==> config.mk <==
export PLATFORM = sky130hd
export DESIGN_NAME = pgwrd_datapath
export DESIGN_NICKNAME = d
export VERILOG_FILES = /design/src/common/pgwrd_pkg.sv /design/src/rtl/pgwrd_datapath.sv
export VERILOG_INCLUDE_DIRS = /design/src /design/src/common
export SDC_FILE = /design/constraint.sdc
export NUM_CORES = 1
export LEC_CHECK = 0
export BUFFER_PORTS_ARGS = -buffer_cell sky130_fd_sc_hd__buf_2
export CORE_MARGIN = 2
export CORE_UTILIZATION = 45
export CTS_CLUSTER_SIZE = 28
export DETAILED_ROUTE_END_ITERATION = 10
export PLACE_DENSITY_LB_ADDON = 0.3
export SETUP_SLACK_MARGIN = 0.3
export SYNTH_ARGS = -nofsm -noshare
export SYNTH_HDL_FRONTEND = slang
export SYNTH_SLANG_ARGS = --single-unit
==> constraint.sdc <==
create_clock -name mclk -period 3.7 [get_ports mclk]
set_input_delay 0.74 -clock mclk [delete_from_list [all_inputs] [get_ports mclk]]
set_output_delay 0.74 -clock mclk [all_outputs]
set_load 0.03 [all_outputs]
==> src/common/pgwrd_defines.svh <==
// Purpose: Offsets, field positions and codes of the graphics datapath
// Assumes: Byte-wide host I/O and memory cycles
// Notes: Index values address the data-port register file
`ifndef PGWRD_DEFINES_SVH
`define PGWRD_DEFINES_SVH
`define PGWRD_INDEX_PORT 16'h03ce
`define PGWRD_DATA_PORT 16'h03cf
`define PGWRD_IDX_FILL_VALUE 4'h0
`define PGWRD_IDX_FILL_ENABLE 4'h1
`define PGWRD_IDX_CMP_VALUE 4'h2
`define PGWRD_IDX_ROTATE_OP 4'h3
`define PGWRD_IDX_READ_PLANE 4'h4
`define PGWRD_IDX_MODE_CTRL 4'h5
`define PGWRD_IDX_WINDOW_CTRL 4'h6
`define PGWRD_IDX_CMP_INCLUDE 4'h7
`define PGWRD_IDX_BIT_MASK 4'h8
`define PGWRD_RESET_BYTE 8'h00
`define PGWRD_RESET_MASK 8'hff
`define PGWRD_WIN_A0000 20'ha0000
`define PGWRD_WIN_B0000 20'hb0000
`define PGWRD_WIN_B8000 20'hb8000
`endif

==> src/common/pgwrd_pkg.sv <==
// Purpose: Types shared by the graphics datapath
// Assumes: Nothing beyond the defines header
// Notes: Encodings follow the mode register fields
package pgwrd_pkg;
  typedef enum logic [1:0] {
    PGWRD_WM_FILL,
    PGWRD_WM_LATCH,
    PGWRD_WM_EXPAND,
    PGWRD_WM_MASKED
  } pgwrd_wmode_t;
  typedef enum logic [1:0] {
    PGWRD_OP_PASS,
    PGWRD_OP_AND,
    PGWRD_OP_OR,
    PGWRD_OP_XOR
  } pgwrd_op_t;
  typedef enum {
    PGWRD_IDLE,
    PGWRD_MEM_READ,
    PGWRD_MEM_WRITE
  } pgwrd_state_t;
endpackage

==> src/rtl/pgwrd_datapath.sv <==
// Purpose: Graphics write/read datapath between host bus and four planes
// Assumes: Host strobes are synchronous one-cycle pulses on mclk
// Notes: Plane memory is external; read data arrives one cycle after ask
`include "pgwrd_defines.svh"
`timescale 1ns/1ps
`default_nettype none

// Overview of operation
// - Low four index bits select data register
// - Mode 0 enabled planes take fill value
// - Mode 0 other planes take rotated host byte
// - Compare read returns ones where colours match
// - Only included planes join the comparison
// - Function select passes, ANDs, ORs, XORs latches
// - Host byte rotated right by count
// - Plane read returns selected plane byte
// - Mode bit picks plane or compare read
// - Mode 1 writes latches; reads reload latches
// - Mode 2 expands host bits per plane
// - Mode 3 fill value, rotated byte masks
// - Write mode field selects write mode
// - Bit mask keeps latch where zero
// - Window field decodes host memory range
// - Chain bit swaps address lsb, picks plane
// - Odd/even bit routes host addresses to planes
// - Shift format splits even and odd bits
// - 256-colour bit selects shift load format
module pgwrd_datapath (
  // Clock and reset
  input wire logic mclk,
  input wire logic reset_n,
  // Host I/O port
  input wire logic io_wr,
  input wire logic io_rd,
  input wire logic [15:0] io_addr,
  input wire logic [7:0] io_wdata,
  output logic [7:0] io_rdata,
  output logic io_rvalid,
  // Host memory port
  input wire logic mem_wr,
  input wire logic mem_rd,
  input wire logic [19:0] mem_addr,
  input wire logic [7:0] mem_wdata,
  output logic [7:0] mem_rdata,
  output logic mem_rvalid,
  // Sequencer inputs
  input wire logic seq_chain4,
  input wire logic seq_high_bit,
  // Plane memory port
  output logic [15:0] plane_addr,
  output logic display_memory_address_lsb,
  output logic plane_rd,
  output logic [3:0] plane_we,
  output logic [31:0] plane_wdata,
  input wire logic [31:0] plane_rdata,
  // Video shift load
  input wire logic shift_load,
  input wire logic [31:0] shift_data,
  output logic [31:0] shift_out,
  output logic graphics_mode
);
  logic [3:0] index_ptr;
  logic [7:0] fill_value, fill_enable, cmp_value, rot_op, rd_plane;
  logic [7:0] mode_ctrl, window_ctrl, cmp_include, bit_mask;
  logic [31:0] latches;
  logic pend_lsb;
  pgwrd_pkg::pgwrd_state_t state;

  function automatic logic [7:0] rotr(input logic [7:0] d,
                                      input logic [2:0] n);
    logic [15:0] dd;
    dd = {d, d} >> n;
    return dd[7:0];
  endfunction

  function automatic logic [7:0] alu(input logic [7:0] d,
                                     input logic [7:0] l,
                                     input logic [1:0] op);
    logic [7:0] r;
    case (op)
      2'h1: r = d & l;
      2'h2: r = d | l;
      2'h3: r = d ^ l;
      default: r = d;
    endcase
    return r;
  endfunction

  // Byte of one plane within a 32-bit word
  function automatic logic [7:0] lane(input logic [31:0] w,
                                      input logic [1:0] p);
    return w[8*p +: 8];
  endfunction

  // Host range decode; addresses outside the range never start a cycle
  function automatic logic window_hit(input logic [1:0] w,
                                      input logic [19:0] a);
    logic h;
    case (w)
      2'h0: h = a[19:17] == 3'(`PGWRD_WIN_A0000 >> 17);
      2'h1: h = a[19:16] == 4'(`PGWRD_WIN_A0000 >> 16);
      2'h2: h = a[19:15] == 5'(`PGWRD_WIN_B0000 >> 15);
      default: h = a[19:15] == 5'(`PGWRD_WIN_B8000 >> 15);
    endcase
    return h;
  endfunction

  // Named control fields
  wire [2:0] rot_count = rot_op[2:0];
  wire [1:0] logic_op = rot_op[4:3];
  wire read_compare = mode_ctrl[3];
  wire shift_interleave = mode_ctrl[5];
  wire load_256 = mode_ctrl[6];

  // Register decode
  wire io_idx_hit = io_addr == `PGWRD_INDEX_PORT;
  wire io_dat_hit = io_addr == `PGWRD_DATA_PORT;
  logic [7:0] idx_rdata;
  always_comb begin
    case (index_ptr)
      `PGWRD_IDX_FILL_VALUE: idx_rdata = fill_value;
      `PGWRD_IDX_FILL_ENABLE: idx_rdata = fill_enable;
      `PGWRD_IDX_CMP_VALUE: idx_rdata = cmp_value;
      `PGWRD_IDX_ROTATE_OP: idx_rdata = rot_op;
      `PGWRD_IDX_READ_PLANE: idx_rdata = rd_plane;
      `PGWRD_IDX_MODE_CTRL: idx_rdata = mode_ctrl;
      `PGWRD_IDX_WINDOW_CTRL: idx_rdata = window_ctrl;
      `PGWRD_IDX_CMP_INCLUDE: idx_rdata = cmp_include;
      `PGWRD_IDX_BIT_MASK: idx_rdata = bit_mask;
      // Unused indices read zero so stray probes stay harmless
      default: idx_rdata = `PGWRD_RESET_BYTE;
    endcase
  end
  // Index port reads back with reserved bits clear
  wire [7:0] next_io_rdata =
    io_idx_hit ? {4'h0, index_ptr} : io_dat_hit ? idx_rdata : 8'h00;

  // Memory window decode
  wire [1:0] win = window_ctrl[3:2];
  wire win_hit = window_hit(win, mem_addr);
  wire [16:0] win_off =
    (win == 2'h0) ? mem_addr[16:0] : {1'b0, mem_addr[15:0]};

  // Odd/even routing
  wire chain_oe = window_ctrl[1];
  wire host_oe = mode_ctrl[4];
  wire [15:0] next_plane_addr =
    chain_oe ? {win_off[15:1], seq_high_bit} : win_off[15:0];
  wire [3:0] next_sel =
    (chain_oe | host_oe) ? (mem_addr[0] ? 4'ha : 4'h5) : 4'hf;

  // Write datapath
  pgwrd_pkg::pgwrd_wmode_t wmode;
  assign wmode = pgwrd_pkg::pgwrd_wmode_t'(mode_ctrl[1:0]);
  wire [7:0] rot = rotr(mem_wdata, rot_count);
  wire [7:0] eff_mask =
    (wmode == pgwrd_pkg::PGWRD_WM_MASKED) ? (rot & bit_mask) : bit_mask;
  // Mode 1 skips the function unit; latches go out raw
  logic [31:0] next_wdata;
  always_comb begin
    next_wdata = latches;
    for (int p = 0; p < 4; p++) begin
      logic [7:0] src;
      logic [7:0] lat;
      src = 8'h00;
      lat = latches[8*p +: 8];
      case (wmode)
        pgwrd_pkg::PGWRD_WM_FILL: begin
          src = fill_enable[p] ? {8{fill_value[p]}} : rot;
        end
        pgwrd_pkg::PGWRD_WM_EXPAND: begin
          src = {8{mem_wdata[p]}};
        end
        pgwrd_pkg::PGWRD_WM_MASKED: begin
          src = {8{fill_value[p]}};
        end
        default: begin
          src = lat;
        end
      endcase
      if (wmode != pgwrd_pkg::PGWRD_WM_LATCH) begin
        src = alu(src, lat, logic_op);
        next_wdata[8*p +: 8] = (src & eff_mask) | (lat & ~eff_mask);
      end
    end
  end

  // Read datapath; compare and plane select
  // Excluded planes leave every position matching
  logic [7:0] cmp_result;
  always_comb begin
    cmp_result = 8'hff;
    for (int p = 0; p < 4; p++) begin
      if (cmp_include[p]) begin
        cmp_result = cmp_result &
          ~(lane(plane_rdata, 2'(p)) ^ {8{cmp_value[p]}});
      end
    end
  end
  // Chained reads take plane bit 0 from host lsb; plane select bit 1 still applies
  wire [1:0] rd_idx = seq_chain4 ? {rd_plane[1], pend_lsb} : rd_plane[1:0];
  wire [7:0] plane_byte = lane(plane_rdata, rd_idx);
  wire [7:0] next_mem_rdata = read_compare ? cmp_result : plane_byte;

  // Shift register load formats
  // 256-colour load reverses the pixel pairs of each byte
  logic [31:0] next_shift;
  always_comb begin
    next_shift = shift_data;
    if (load_256) begin
      for (int b = 0; b < 4; b++) begin
        next_shift[8*b +: 8] = {shift_data[8*b +: 2], shift_data[8*b+2 +: 2],
          shift_data[8*b+4 +: 2], shift_data[8*b+6 +: 2]};
      end
    end else if (shift_interleave) begin
      for (int p = 0; p < 4; p++) begin
        for (int k = 0; k < 4; k++) begin
          next_shift[8*p+7-k] = shift_data[8*(p & 2)+7-2*k-(p & 1)];
          next_shift[8*p+3-k] = shift_data[8*((p & 2)+1)+7-2*k-(p & 1)];
        end
      end
    end
  end

  // Host I/O registers
  always_ff @(posedge mclk) begin
    if (!reset_n) begin
      index_ptr <= 4'h0;
      fill_value <= `PGWRD_RESET_BYTE;
      fill_enable <= `PGWRD_RESET_BYTE;
      cmp_value <= `PGWRD_RESET_BYTE;
      rot_op <= `PGWRD_RESET_BYTE;
      rd_plane <= `PGWRD_RESET_BYTE;
      mode_ctrl <= `PGWRD_RESET_BYTE;
      window_ctrl <= `PGWRD_RESET_BYTE;
      cmp_include <= `PGWRD_RESET_BYTE;
      bit_mask <= `PGWRD_RESET_MASK;
    end else if (io_wr && io_idx_hit) begin
      index_ptr <= io_wdata[3:0];
    end else if (io_wr && io_dat_hit) begin
      case (index_ptr)
        `PGWRD_IDX_FILL_VALUE: fill_value <= io_wdata;
        `PGWRD_IDX_FILL_ENABLE: fill_enable <= io_wdata;
        `PGWRD_IDX_CMP_VALUE: cmp_value <= io_wdata;
        `PGWRD_IDX_ROTATE_OP: rot_op <= io_wdata;
        `PGWRD_IDX_READ_PLANE: rd_plane <= io_wdata;
        `PGWRD_IDX_MODE_CTRL: mode_ctrl <= io_wdata;
        `PGWRD_IDX_WINDOW_CTRL: window_ctrl <= io_wdata;
        `PGWRD_IDX_CMP_INCLUDE: cmp_include <= io_wdata;
        `PGWRD_IDX_BIT_MASK: bit_mask <= io_wdata;
        default: ;
      endcase
    end
  end

  // Read data holds until the next read
  always_ff @(posedge mclk) begin
    if (!reset_n) begin
      io_rdata <= 8'h00;
      io_rvalid <= 1'b0;
    end else begin
      io_rdata <= io_rd ? next_io_rdata : io_rdata;
      io_rvalid <= io_rd;
    end
  end

  // Memory cycle sequencing; reads and writes each take two cycles
  always_ff @(posedge mclk) begin
    if (!reset_n) begin
      state <= pgwrd_pkg::PGWRD_IDLE;
      plane_addr <= 16'h0000;
      display_memory_address_lsb <= 1'b0;
      plane_rd <= 1'b0;
      plane_we <= 4'h0;
      plane_wdata <= 32'h0;
      pend_lsb <= 1'b0;
      latches <= 32'h0;
      mem_rdata <= 8'h00;
      mem_rvalid <= 1'b0;
    end else begin
      plane_rd <= 1'b0;
      plane_we <= 4'h0;
      mem_rvalid <= 1'b0;
      // Requests arriving mid-read are dropped; the host must pace them
      case (state)
        pgwrd_pkg::PGWRD_IDLE: begin
          if (mem_rd && win_hit) begin
            plane_addr <= next_plane_addr;
            display_memory_address_lsb <= next_plane_addr[0];
            plane_rd <= 1'b1;
            pend_lsb <= mem_addr[0];
            state <= pgwrd_pkg::PGWRD_MEM_READ;
          end else if (mem_wr && win_hit) begin
            plane_addr <= next_plane_addr;
            display_memory_address_lsb <= next_plane_addr[0];
            plane_we <= next_sel;
            plane_wdata <= next_wdata;
            state <= pgwrd_pkg::PGWRD_MEM_WRITE;
          end
        end
        pgwrd_pkg::PGWRD_MEM_READ: begin
          latches <= plane_rdata;
          mem_rdata <= next_mem_rdata;
          mem_rvalid <= 1'b1;
          state <= pgwrd_pkg::PGWRD_IDLE;
        end
        default: begin
          state <= pgwrd_pkg::PGWRD_IDLE;
        end
      endcase
    end
  end

  always_ff @(posedge mclk) begin
    if (!reset_n) begin
      shift_out <= 32'h0;
    end else begin
      shift_out <= shift_load ? next_shift : shift_out;
    end
  end

  // Mirror only; software must keep the attribute side equal
  always_ff @(posedge mclk) begin
    if (!reset_n) begin
      graphics_mode <= 1'b0;
    end else begin
      graphics_mode <= window_ctrl[0];
    end
  end
endmodule
`default_nettype wire

; Word-level counts from Yosys, hierarchy flattened
; Cells that the tools add are included.
[word_totals]
reg_bits = 216
latchBits = 0
ram_bits = 0
rom_bits = 0
input_bits = 125
wordCells = 161
n_memories = 0
[classes]
n_addsub = 0
mul = 0
div_mod_pow = 0
n_lt_le_gt_ge = 0
eq_ne = 23
shifts = 2
muxes = 44
bitwise = 43
reduce_logical = 24
[ops]
columns = operator, n
row1 = one-hot mux 8 bit (3 select lines), 8
row2 = two-way mux 8 bit, 20
row3 = AND 8 bit, 16
row4 = one-hot mux 8 bit (9 select lines), 1
row5 = two-way mux 32 bit, 2
row6 = bitwise OR 8 bit, 8
row7 = XOR 8 bit, 8
row8 = inverter 8 bit, 5
row9 = equality test 16 x 10 -> 1 bit (second input constant), 2
row10 = zero test 32 bit, 1
row11 = two-way mux 16 bit, 2
row12 = indexed part select 32 x 6 -> 8 bit, 1
row13 = AND reduction 3 bit, 10
row14 = equality test 4 x 3 -> 1 bit (second input constant), 4
row15 = right shift 16 x 3 -> 8 bit, 1
row16 = equality test 2 bit (second input constant), 5
row17 = equality test 5 bit (second input constant), 2
row18 = equality test 4 x 2 -> 1 bit (second input constant), 2
row19 = equality test 4 bit (second input constant), 2
row20 = two-way mux 1 bit, 8
row21 = two-way mux 4 bit, 2
row22 = equality test 2 x 1 -> 1 bit (second input constant), 3
row23 = AND reduction 2 bit, 3
row24 = inverter 1 bit, 5
row25 = 11 further kinds, 15

; Logic depth before layout (Yosys ltp)
; Gate-level depths: netlist of the first run.
[depth]
word_depth = 10
mapped_depth = 13
ltp_nobuf = 11

; Worst setup path before layout of the first run
; OpenSTA, ideal clock, no wires.
[synth_path]
path_kind = input to register
start = input mem_wdata[2]
end = register plane_wdata[30]
setup_time_ps = 121
arrival_ps = 3022
required_ps = 3579
setup_slack_ps = 557
cell_stages = 11
path_buffers = 1
path_cell_list = clkbuf_1 -> mux4_2 -> mux2_2 -> o21ai_0 -> a21oi_1 -> ha_1 -> mux2_2 -> o21ai_0 -> a221oi_1 -> a211oi_1 -> nor3_1
[synth_via]
elab_chain_len = 9
elab_cells_between_ends = 15
classes_between = 1 x shift / 6 x mux / 8 x bitwise
[synth_lines]
columns = item, line
row1 = start: declaration, pgwrd_datapath.sv:43  ; input wire logic [7:0] mem_wdata,
row2 = right shift 16 x 3 -> 8 bit (*), pgwrd_datapath.sv:72  ; dd = {d, d} >> n;
row3 = two-way mux 8 bit, pgwrd_datapath.sv:169  ; src = fill_enable[p] ? {8{fill_value[p]}} : rot;
row4 = one-hot mux 8 bit (3 select lines), pgwrd_datapath.sv:167  ; case (wmode)
row5 = XOR 8 bit (tied with other cells), pgwrd_datapath.sv:83  ; 2'h3: r = d ^ l;
row6 = one-hot mux 8 bit (3 select lines), pgwrd_datapath.sv:80  ; case (op)
row7 = two-way mux 8 bit, pgwrd_datapath.sv:181  ; if (wmode != pgwrd_pkg::PGWRD_WM_LATCH) begin
row8 = AND 8 bit, pgwrd_datapath.sv:183  ; next_wdata[8*p +: 8] = (src & eff_mask) | (lat & ~eff_mask);
row9 = bitwise OR 8 bit (*), pgwrd_datapath.sv:183
row10 = two-way mux 8 bit (*), pgwrd_datapath.sv:181
row11 = end signal: assignment, pgwrd_datapath.sv:297  ; plane_wdata <= next_wdata;
row12 = end: declaration, pgwrd_datapath.sv:54  ; output logic [31:0] plane_wdata,
; Every way passes the cells marked *; elsewhere a longest branch is shown, timed or not. The select of a mux whose other input is x is not followed.
; A chain may end at the register's enable or synchronous reset.

; Worst setup path in the final report of the first run
[layout_path]
start = register mode_ctrl[1]
end = register plane_wdata[11]
[layout_via]
elab_chain_len = 8
elab_cells_between_ends = 16
classes_between = 3 x eq/ne / 5 x mux / 7 x bitwise / 1 x reduce/logical
[layout_lines]
columns = item, line
row1 = start: declaration, pgwrd_datapath.sv:64  ; logic [7:0] mode_ctrl, window_ctrl, cmp_include, bit_mask;
row2 = start signal: assignment, pgwrd_datapath.sv:234  ; mode_ctrl <= `PGWRD_RESET_BYTE;
row3 = start signal: assignment, pgwrd_datapath.sv:247  ; `PGWRD_IDX_MODE_CTRL: mode_ctrl <= io_wdata;
row4 = equality test 2 bit (tied with other cells), "pgwrd_datapath.sv:157, pgwrd_datapath.sv:167"
row5 = one-hot mux 8 bit (3 select lines), pgwrd_datapath.sv:167
row6 = XOR 8 bit (tied with other cells), pgwrd_datapath.sv:83
row7 = one-hot mux 8 bit (3 select lines), pgwrd_datapath.sv:80
row8 = two-way mux 8 bit, pgwrd_datapath.sv:181
row9 = AND 8 bit, pgwrd_datapath.sv:183
row10 = bitwise OR 8 bit, pgwrd_datapath.sv:183
row11 = two-way mux 8 bit (*), pgwrd_datapath.sv:181
; Marks and branches as above.

==> metrics.md, run 1 <==
| Metric | Value |
|---|---|
| Routed WL per cell | 19.77 um |
| R2r worst-path depth | 10 |
| Worst slew pin tran | 1.082 ns |
| CTS max path bufs | 3 |
| Count of cell types in the netlist | 73 |
| Post-Synth XOR/XNOR Area | 2.117% |
| CP Max Fanout | 18 |
| Hold Slack | 0.4189 ns |
| Synth Register Bits | 213 |
| Post-DP HPWL | 30.15 mm |
| Max_cap viols | 0 |
| Largest family of logic cells by synthesized area | compound AO/OA/AOI/OAI gates |
| Post-route clock skew | 0.01178 ns |
| Primary FF master, synth | dfxtp_1 |
| First drt pass iteration count | 10 |
| Vias/cell | 5.973 |
| Placeable Area | 28,860 um^2 |
| Setup Slack @ Placement | 0.3514 ns |
| Worst path slowest cell | o211ai_1 |
| Total global-route track usage | 27.07% |
| Die H | 175.5 um |
| Global route overflow | 0 |
| Fin crit period | 3.135 ns |
| Setup ws final | 0.5653 ns |
| Clk slew on worst S/H paths | 0.06 ns |
| Worst setup path endpoint | plane_wdata[11]$_SDFFE_PN0P_ |
| Critical Path RT | 4.14 ns |
| Cell Rows | 62 |
| Register area share after synthesis | 32.21% |
| Post-synthesis simple-gate area fraction | 17.81% |
| Post-synthesis average cell area | 8.321 um^2 |
| Vias in the first global route | 12,280 |
| Total Power | 5.713 mW |
| Routing usage on met2 | 41.49% |
| # DRC | 0 |
| GRT met1 Usage | 36.25% |
| Root Buffer | clkbuf_16 |
| Mux contribution to synthesized area | 19.04% |
| Max VDD drop | 298.3 uV |
| Relative slew slack | 27.87% |
| R2R Setup Slk | 0.57 ns |
| IO buf count | 229 |
| CP arrival | 3.57 ns |
| Post-synth EDFFs | 0 |
| Ys Warns | 0 |
| Power Dens Cells | 366.9 nW/um^2 |
| Post-layout util | 53.96% |
| Max H-tree Level | 1 |
| Via Count | 12,870 |
| Worst-skew pair later-pin latency | 0.55 ns |
| Nets | 1,905 |
| Final period utilization | 84.72% |
| Adder-cell area share of the yosys netlist | 3.024% |
| Unrepaired setup endpoints after global routing | no |
| Hold-fix buffers, CTS | 0 |
| Initial Utilization | 45.88% |
| Post-synthesis compound-gate area fraction | 20.88% |
| Crit path largest cell delay | 0.75 ns |
| Post-CTS sizing | 0 |
| Syn Nets | 1,748 |
| Drt initial violations | 1,346 |
| Post-route antenna net violation count | 0 |
| Final Non-Filler Cells | 2,154 |
| Max Slew Vio Count | 0 |
| Clock Sink Count | 213 |
| Hold Path Class | in -> reg |
| Final Wtd Congestion | 0.8957 |
| Setup TNS | 0 ns |
| Global Route met3 Usage | 6.926% |
| Cts bufs inserted | 26 |
| Largest net degree at the start of global routing | 81 |
| CTS tree | yes |
| Final wirelength | 42.58 mm |
| Synthesis-to-finish area growth | 17.63% |
| Post-CTS setup buffer count | 0 |
| Mapped cell area | 13,240 um^2 |
| Placed cells | 2,104 |
| Post-route design area | 15,570 um^2 |
| RR Endpoint | plane_wdata[11]$_SDFFE_PN0P_ |
| Area after DPL | 14,600 um^2 |
| First-pass GRT wire length | 67.17 mm |
| Fraction of layout cells with a size suffix above 1 | 22.34% |
| P_leak | 6.916 nW |
| Crit-path cells | or2_2 > o211ai_1 > a21oi_1 > nor2b_1 > ha_1 > mux2_2 > nor2_1 > nor2_1 > o211ai_1 > a21oi_1 |
| Crit path kind | reg -> reg |
| Startpoint Class | flop |
| Fmax achieved | 319.0 MHz |
| Async set or reset register ratio after synthesis | 0% |
| Cell count after synthesis | 1,591 |
| Die Width | 175.5 um |
| Fin. Hold Viols | 0 |
| Final setup fails | 0 |
| Top Ports | 230 |
| Setup crit end kind | flop |
| Initial antenna violation count | 3 |
| Busiest grt layer | met2 |
| Die footprint | 30,810 um^2 |
| RR Startpoint | mode_ctrl[1]$_SDFFE_PN0P_ |
| Status | finished, final reports clean |
| Setup crit start | mode_ctrl[1]$_SDFFE_PN0P_ |
==> cell usage in the layout (no fill, tap or decap), drive strengths merged, types with 13 or more instances in the layout <==
cell and instances:
nor2 179, a21oi 161, mux4 20, o21ai 99, nand4 14, mux2i 172, xor2 32, nand3b 15
buf 263, dfxtp 213, a31oi 25, nand2 157, nand2b 13, mux2 31, nand3 39, nor2b 25
clkbuf 38, inv 24, o211ai 26, ha 32, a21o 18, a22oi 18, nor3 21
==> Yosys cell counts, types with 25 or more instances <==
library cell | instances | area share [%]
nor2_1 | 178 | 5.0
mux2_2 | 31 | 2.6
ha_1 | 32 | 3.0
nand3_1 | 39 | 1.5
o21ai_0 | 98 | 3.7
mux2i_1 | 172 | 13
dfxtp_1 | 213 | 32
clkbuf_1 | 101 | 2.9
nor2b_1 | 25 | 1.2
a21oi_1 | 161 | 6.1
o211ai_1 | 26 | 1.5
nand2_1 | 157 | 4.5
xor2_1 | 32 | 2.1
==> layout make-up <==
type | instances | area [um^2]
clock inverters | 10 | 203.9
diodes | 2 | 5.005
fillers | 2723 | 13290
clock buffers | 38 | 765.7
flip-flops and latches | 213 | 4269
inverters | 25 | 96.34
repair buffers | 263 | 1414
multi-input cells | 1219 | 8338
well taps | 384 | 480.5
==> cells by family after synthesis <==
kind of cell	Yosys count
AND/OR/NAND/NOR	493
buffers and inverters	159
AO/OA/AOI/OAI	439
XOR/XNOR	32
adder cells (fa/ha/maj)	32
multiplexers	223
flip-flops	213
==> per-layer routing <==
metal | vias up | routed length (um)
met5 | - | 13
met4 | 2 | 1778
met1 | 6058 | 17970
li1 | 6082 | -
met3 | 116 | 4106
met2 | 607 | 18710
==> report_power, final <==
group	internal, mW	total (mW)	switching (mW)
sequential	2.34	2.36	0.0285
clock	1.79	2.84	1.05
combinational	0.186	0.507	0.320
total	4.31	5.71	1.40
==> registers in the layout (all words and copies together), names as in the netlist, 2 cells and up <==
name	flops
fill_enable	8
fill_value	8
rd_plane	8
index_ptr	4
state	2
mem_rdata	8
cmp_value	8
shift_out	32
plane_addr	16
latches	32
mode_ctrl	8
bit_mask	8
io_rdata	8
window_ctrl	8
plane_we	2
rot_op	8
cmp_include	8
plane_wdata	32
==> how the worst min path moves through the flow <==
stage                                      end  cells after the start                   startpoint  slack [ns]
floorplan             graphics_mode$_SDFF_PN0_                      1  window_ctrl[0]$_SDFFE_PN0P_        0.45
finish              plane_addr[6]$_SDFFE_PN0P_                      3                  mem_addr[6]        0.42
global route        plane_addr[5]$_SDFFE_PN0P_                      3                  mem_addr[5]        0.42
detailed placement    io_rdata[5]$_SDFFE_PN0P_                      2     io_rdata[5]$_SDFFE_PN0P_        0.45
CTS                 plane_addr[1]$_SDFFE_PN0P_                      3                  mem_addr[1]        0.41
global placement      io_rdata[6]$_SDFFE_PN0P_                      2     io_rdata[6]$_SDFFE_PN0P_        0.45
==> critical path, delay by kind of cell, from the launching register on <==
kind / cells / cell delay (ns)
compound gates: 4 / 1.15
simple gates: 4 / 0.79
flops: 1 / 0.54
mux: 1 / 0.27
fa+ha+maj: 1 / 0.26
(Power assumes the default switching activity.)
==> run 2, diff against run 1 <==
Clock period 3.7 ns to 3.2 ns, I/O delays scaled along.
==> run 2 against run 1 <==
  * Final area grew 2.0%
  * Largest cell class unchanged
  * Critical path depth increased by 1
  * Critical path type unchanged
  * Final cell count rose by 0.93%
  * Combinational power up 20%
  * Die area unchanged
  * Power up 12%
  * Flip-flop and latch count unchanged
==> metrics.md, run 2 (synthesis gave the netlist of run 1 again) <==
| Metric | Value |
|---|---|
| CP arrival | 3.31 ns (-0.26 ns) |
| Most common cell after layout, fill and taps aside | buf_2 |
| Post-route antenna net violation count | 0 (unchanged) |
| Max VDD drop | 311.5 uV (+4.4%) |
| Status | finished, final reports clean |
| Setup crit end kind | flop |
| Total Power | 6.418 mW (+12%) |
| Setup TNS | 0 ns (unchanged) |
| Final wirelength | 43.05 mm (+1.1%) |
| Cell Rows | 62 (unchanged) |
| Top Ports | 230 (unchanged) |
| Area of the multi-input gates | 8477 um^2 (+1.7%) |
| M1 wire length | 18.72 mm (+4.2%) |
| DR WL met2 | 19.33 mm (+3.3%) |
| Startpoint Class | flop |
| Root Buffer | clkbuf_16 |
| Fin. Hold Viols | 0 (unchanged) |
| Setup Slack @ Placement | 0.07392 ns (-0.2774 ns) |
| Drt initial violations | 1,463 (+8.7%) |
| Fraction of layout cells with a size suffix above 1 | 24.82% (+2.5 points) |
| Critical Path RT | 3.64 ns (-0.50 ns) |
| Unrepaired setup endpoints after global routing | yes |
| Vias/cell | 5.971 (about the same) |
| Max H-tree Level | 1 (unchanged) |
| Max Slew Vio Count | 0 (unchanged) |
| Synthesis-to-finish area growth | 19.99% |
| First drt pass iteration count | 6 (-4) |
| Commonest non-fill, non-tap cells in the layout | 229 x buf_2, 207 x dfxtp_1, 177 x nor2_1 |
| Crit-path cells | buf_12 > mux4_2 > mux2_4 > o21ai_2 > a21oi_1 > ha_1 > mux2_4 > o21ai_4 > a221oi_2 > a211oi_2 > nor3_1 |
| Worst path slowest cell | mux4_2 |
| Routed WL per cell | 19.80 um (+0.16%) |
| Worst-skew pair later-pin latency | 0.55 ns (about the same) |
| Initial antenna violation count | 3 (unchanged) |
| Hold-fix buffers, CTS | 0 (unchanged) |
| Cts bufs inserted | 25 (-3.8%) |
| Die H | 175.5 um (unchanged) |
| Die Width | 175.5 um (unchanged) |
| Crit path kind | reg -> reg |
| FF+latch area | 4274 um^2 (+0.12%) |
| Global route overflow | 0 (unchanged) |
| WL met3 | 3.425 mm (-17%) |
| Clock Sink Count | 213 (unchanged) |
| Nets | 1,927 (+1.2%) |
| Worst slew pin tran | 1.159 ns (+0.07661 ns) |
| CP delay by family, top | multiplexers |
| Biggest registers after layout | latches: 32 flops, plane_wdata: 32 flops, shift_out: 32 flops |
| CP Max Fanout | 6 (-12) |
| Setup ws final | 0.3274 ns (-0.2379 ns) |
| Power Dens Cells | 404.0 nW/um^2 (+10%) |
| Fillcell total | 2,676 (-1.7%) |
| Post-DP HPWL | 30.19 mm (+0.12%) |
| CTS tree | yes |
| Fmax achieved | 348.1 MHz (+9.1%) |
| Hold Path Class | in -> reg |
| Placed cells | 2,117 (+0.62%) |
| Initial Utilization | 45.88% (unchanged) |
| Most numerous cell on the critical path | mux2_4 |
| Relative slew slack | 22.77% (-5.1 points) |
| First-pass GRT wire length | 66.30 mm (-1.3%) |
| Max_cap viols | 0 (unchanged) |
| Highest metal used | met5 |
| Die footprint | 30,810 um^2 (unchanged) |
| Fin crit period | 2.873 ns (-0.2621 ns) |
| Buf/Inv on CP | 1 (+1) |
| Post-route clock skew | 0.01071 ns (-0.001069 ns) |
| Placeable Area | 28,860 um^2 (unchanged) |
| Clk slew on worst S/H paths | 0.07 ns (about the same) |
| Via Count | 12,980 (+0.89%) |
| IO buf count | 229 (unchanged) |
| Final Wtd Congestion | 0.9345 (+4.3%) |
| CTS max path bufs | 3 (unchanged) |
| Final Non-Filler Cells | 2,174 (+0.93%) |
| Vias in the first global route | 12,200 (-0.65%) |
| Largest net degree at the start of global routing | 163 (+100%) |
| Crit path largest cell delay | 0.54 ns (-0.21 ns) |
| P_leak | 7.066 nW (+2.2%) |
| Final period utilization | 89.77% (+5.0 points) |
| Total global-route track usage | 26.71% (-0.37 points) |
| Final setup fails | 0 (unchanged) |
| # DRC | 0 (unchanged) |
[run 2: cell types whose count changed in the layout (fill, tap and decap cells not counted), moves of 5 or more]
cell / previous run / this run
o21ai_1: 1 / 8
mux2_4: 0 / 5
o21ai_0: 98 / 86
a21oi_2: 0 / 7
buf_4: 33 / 49
a21oi_1: 161 / 154
[run 2: stage by stage]
step | utilization [%] | hold slack (ns) | area (um^2)
2_1_floorplan | - | 0.4526 | 13260
3_3_place_gp | 51.10 | 0.4482 | 14750
3_5_place_dp | 51.10 | 0.4547 | 14750
4_1_cts | 54.33 | 0.3093 | 15680
5_1_grt | 55.05 | 0.3277 | 15890
6_report | 55.05 | 0.3225 | 15890
[run 2: power by group]
| part | total, mW | switching [mW] | internal [mW] |
|---|---|---|---|
| logic | 0.609 | 0.378 | 0.230 |
| registers | 2.73 | 0.0333 | 2.70 |
| clock network | 3.08 | 1.23 | 1.85 |
| total | 6.42 | 1.64 | 4.78 |
[run 2: worst min-delay path, cell delays in order]
cell	delay, ns
buf_2	0.07
mux2i_1	0.05
nor2_1	0.07
[run 2: metal layers]
metal,vias up,global-route usage [%]
li1,6119,-
met1,6148,36.81
met2,592,42.19
met3,119,4.221
met4,2,9.986
met5,-,0
[run 2: worst paths after layout]
path | start | to | slack (ns) | depth (start not counted)
max | rot_op[1]$_SDFFE_PN0P_ | plane_wdata[30]$_SDFFE_PN0P_ | 0.33 | 11
min | mem_addr[7] | plane_addr[7]$_SDFFE_PN0P_ | 0.32 | 3
max reg2reg | rot_op[1]$_SDFFE_PN0P_ | plane_wdata[30]$_SDFFE_PN0P_ | 0.33 | 11
min reg2reg | io_rdata[5]$_SDFFE_PN0P_ | io_rdata[5]$_SDFFE_PN0P_ | 0.46 | 2
[run 2: timing repair]
action / 4_1_cts / 5_1_grt
setup buffers: 1 / 6
resized for setup: 1 / 36
pin swaps: 0 / 17
setup endpoints to repair: 2 / 24
gates cloned: 1 / 2
[run 2: layout make-up]
type | instances | area share, %
Sequential cell | 213 | 26.91
Antenna cell | 1 | 0.01575
Timing Repair Buffer | 285 | 10.47
Clock inverter | 13 | 1.048
Multi-Input combinational cell | 1220 | 53.36
Clock buffer | 33 | 4.568
Inverter | 25 | 0.6065
Tap cell | 384 | 3.025
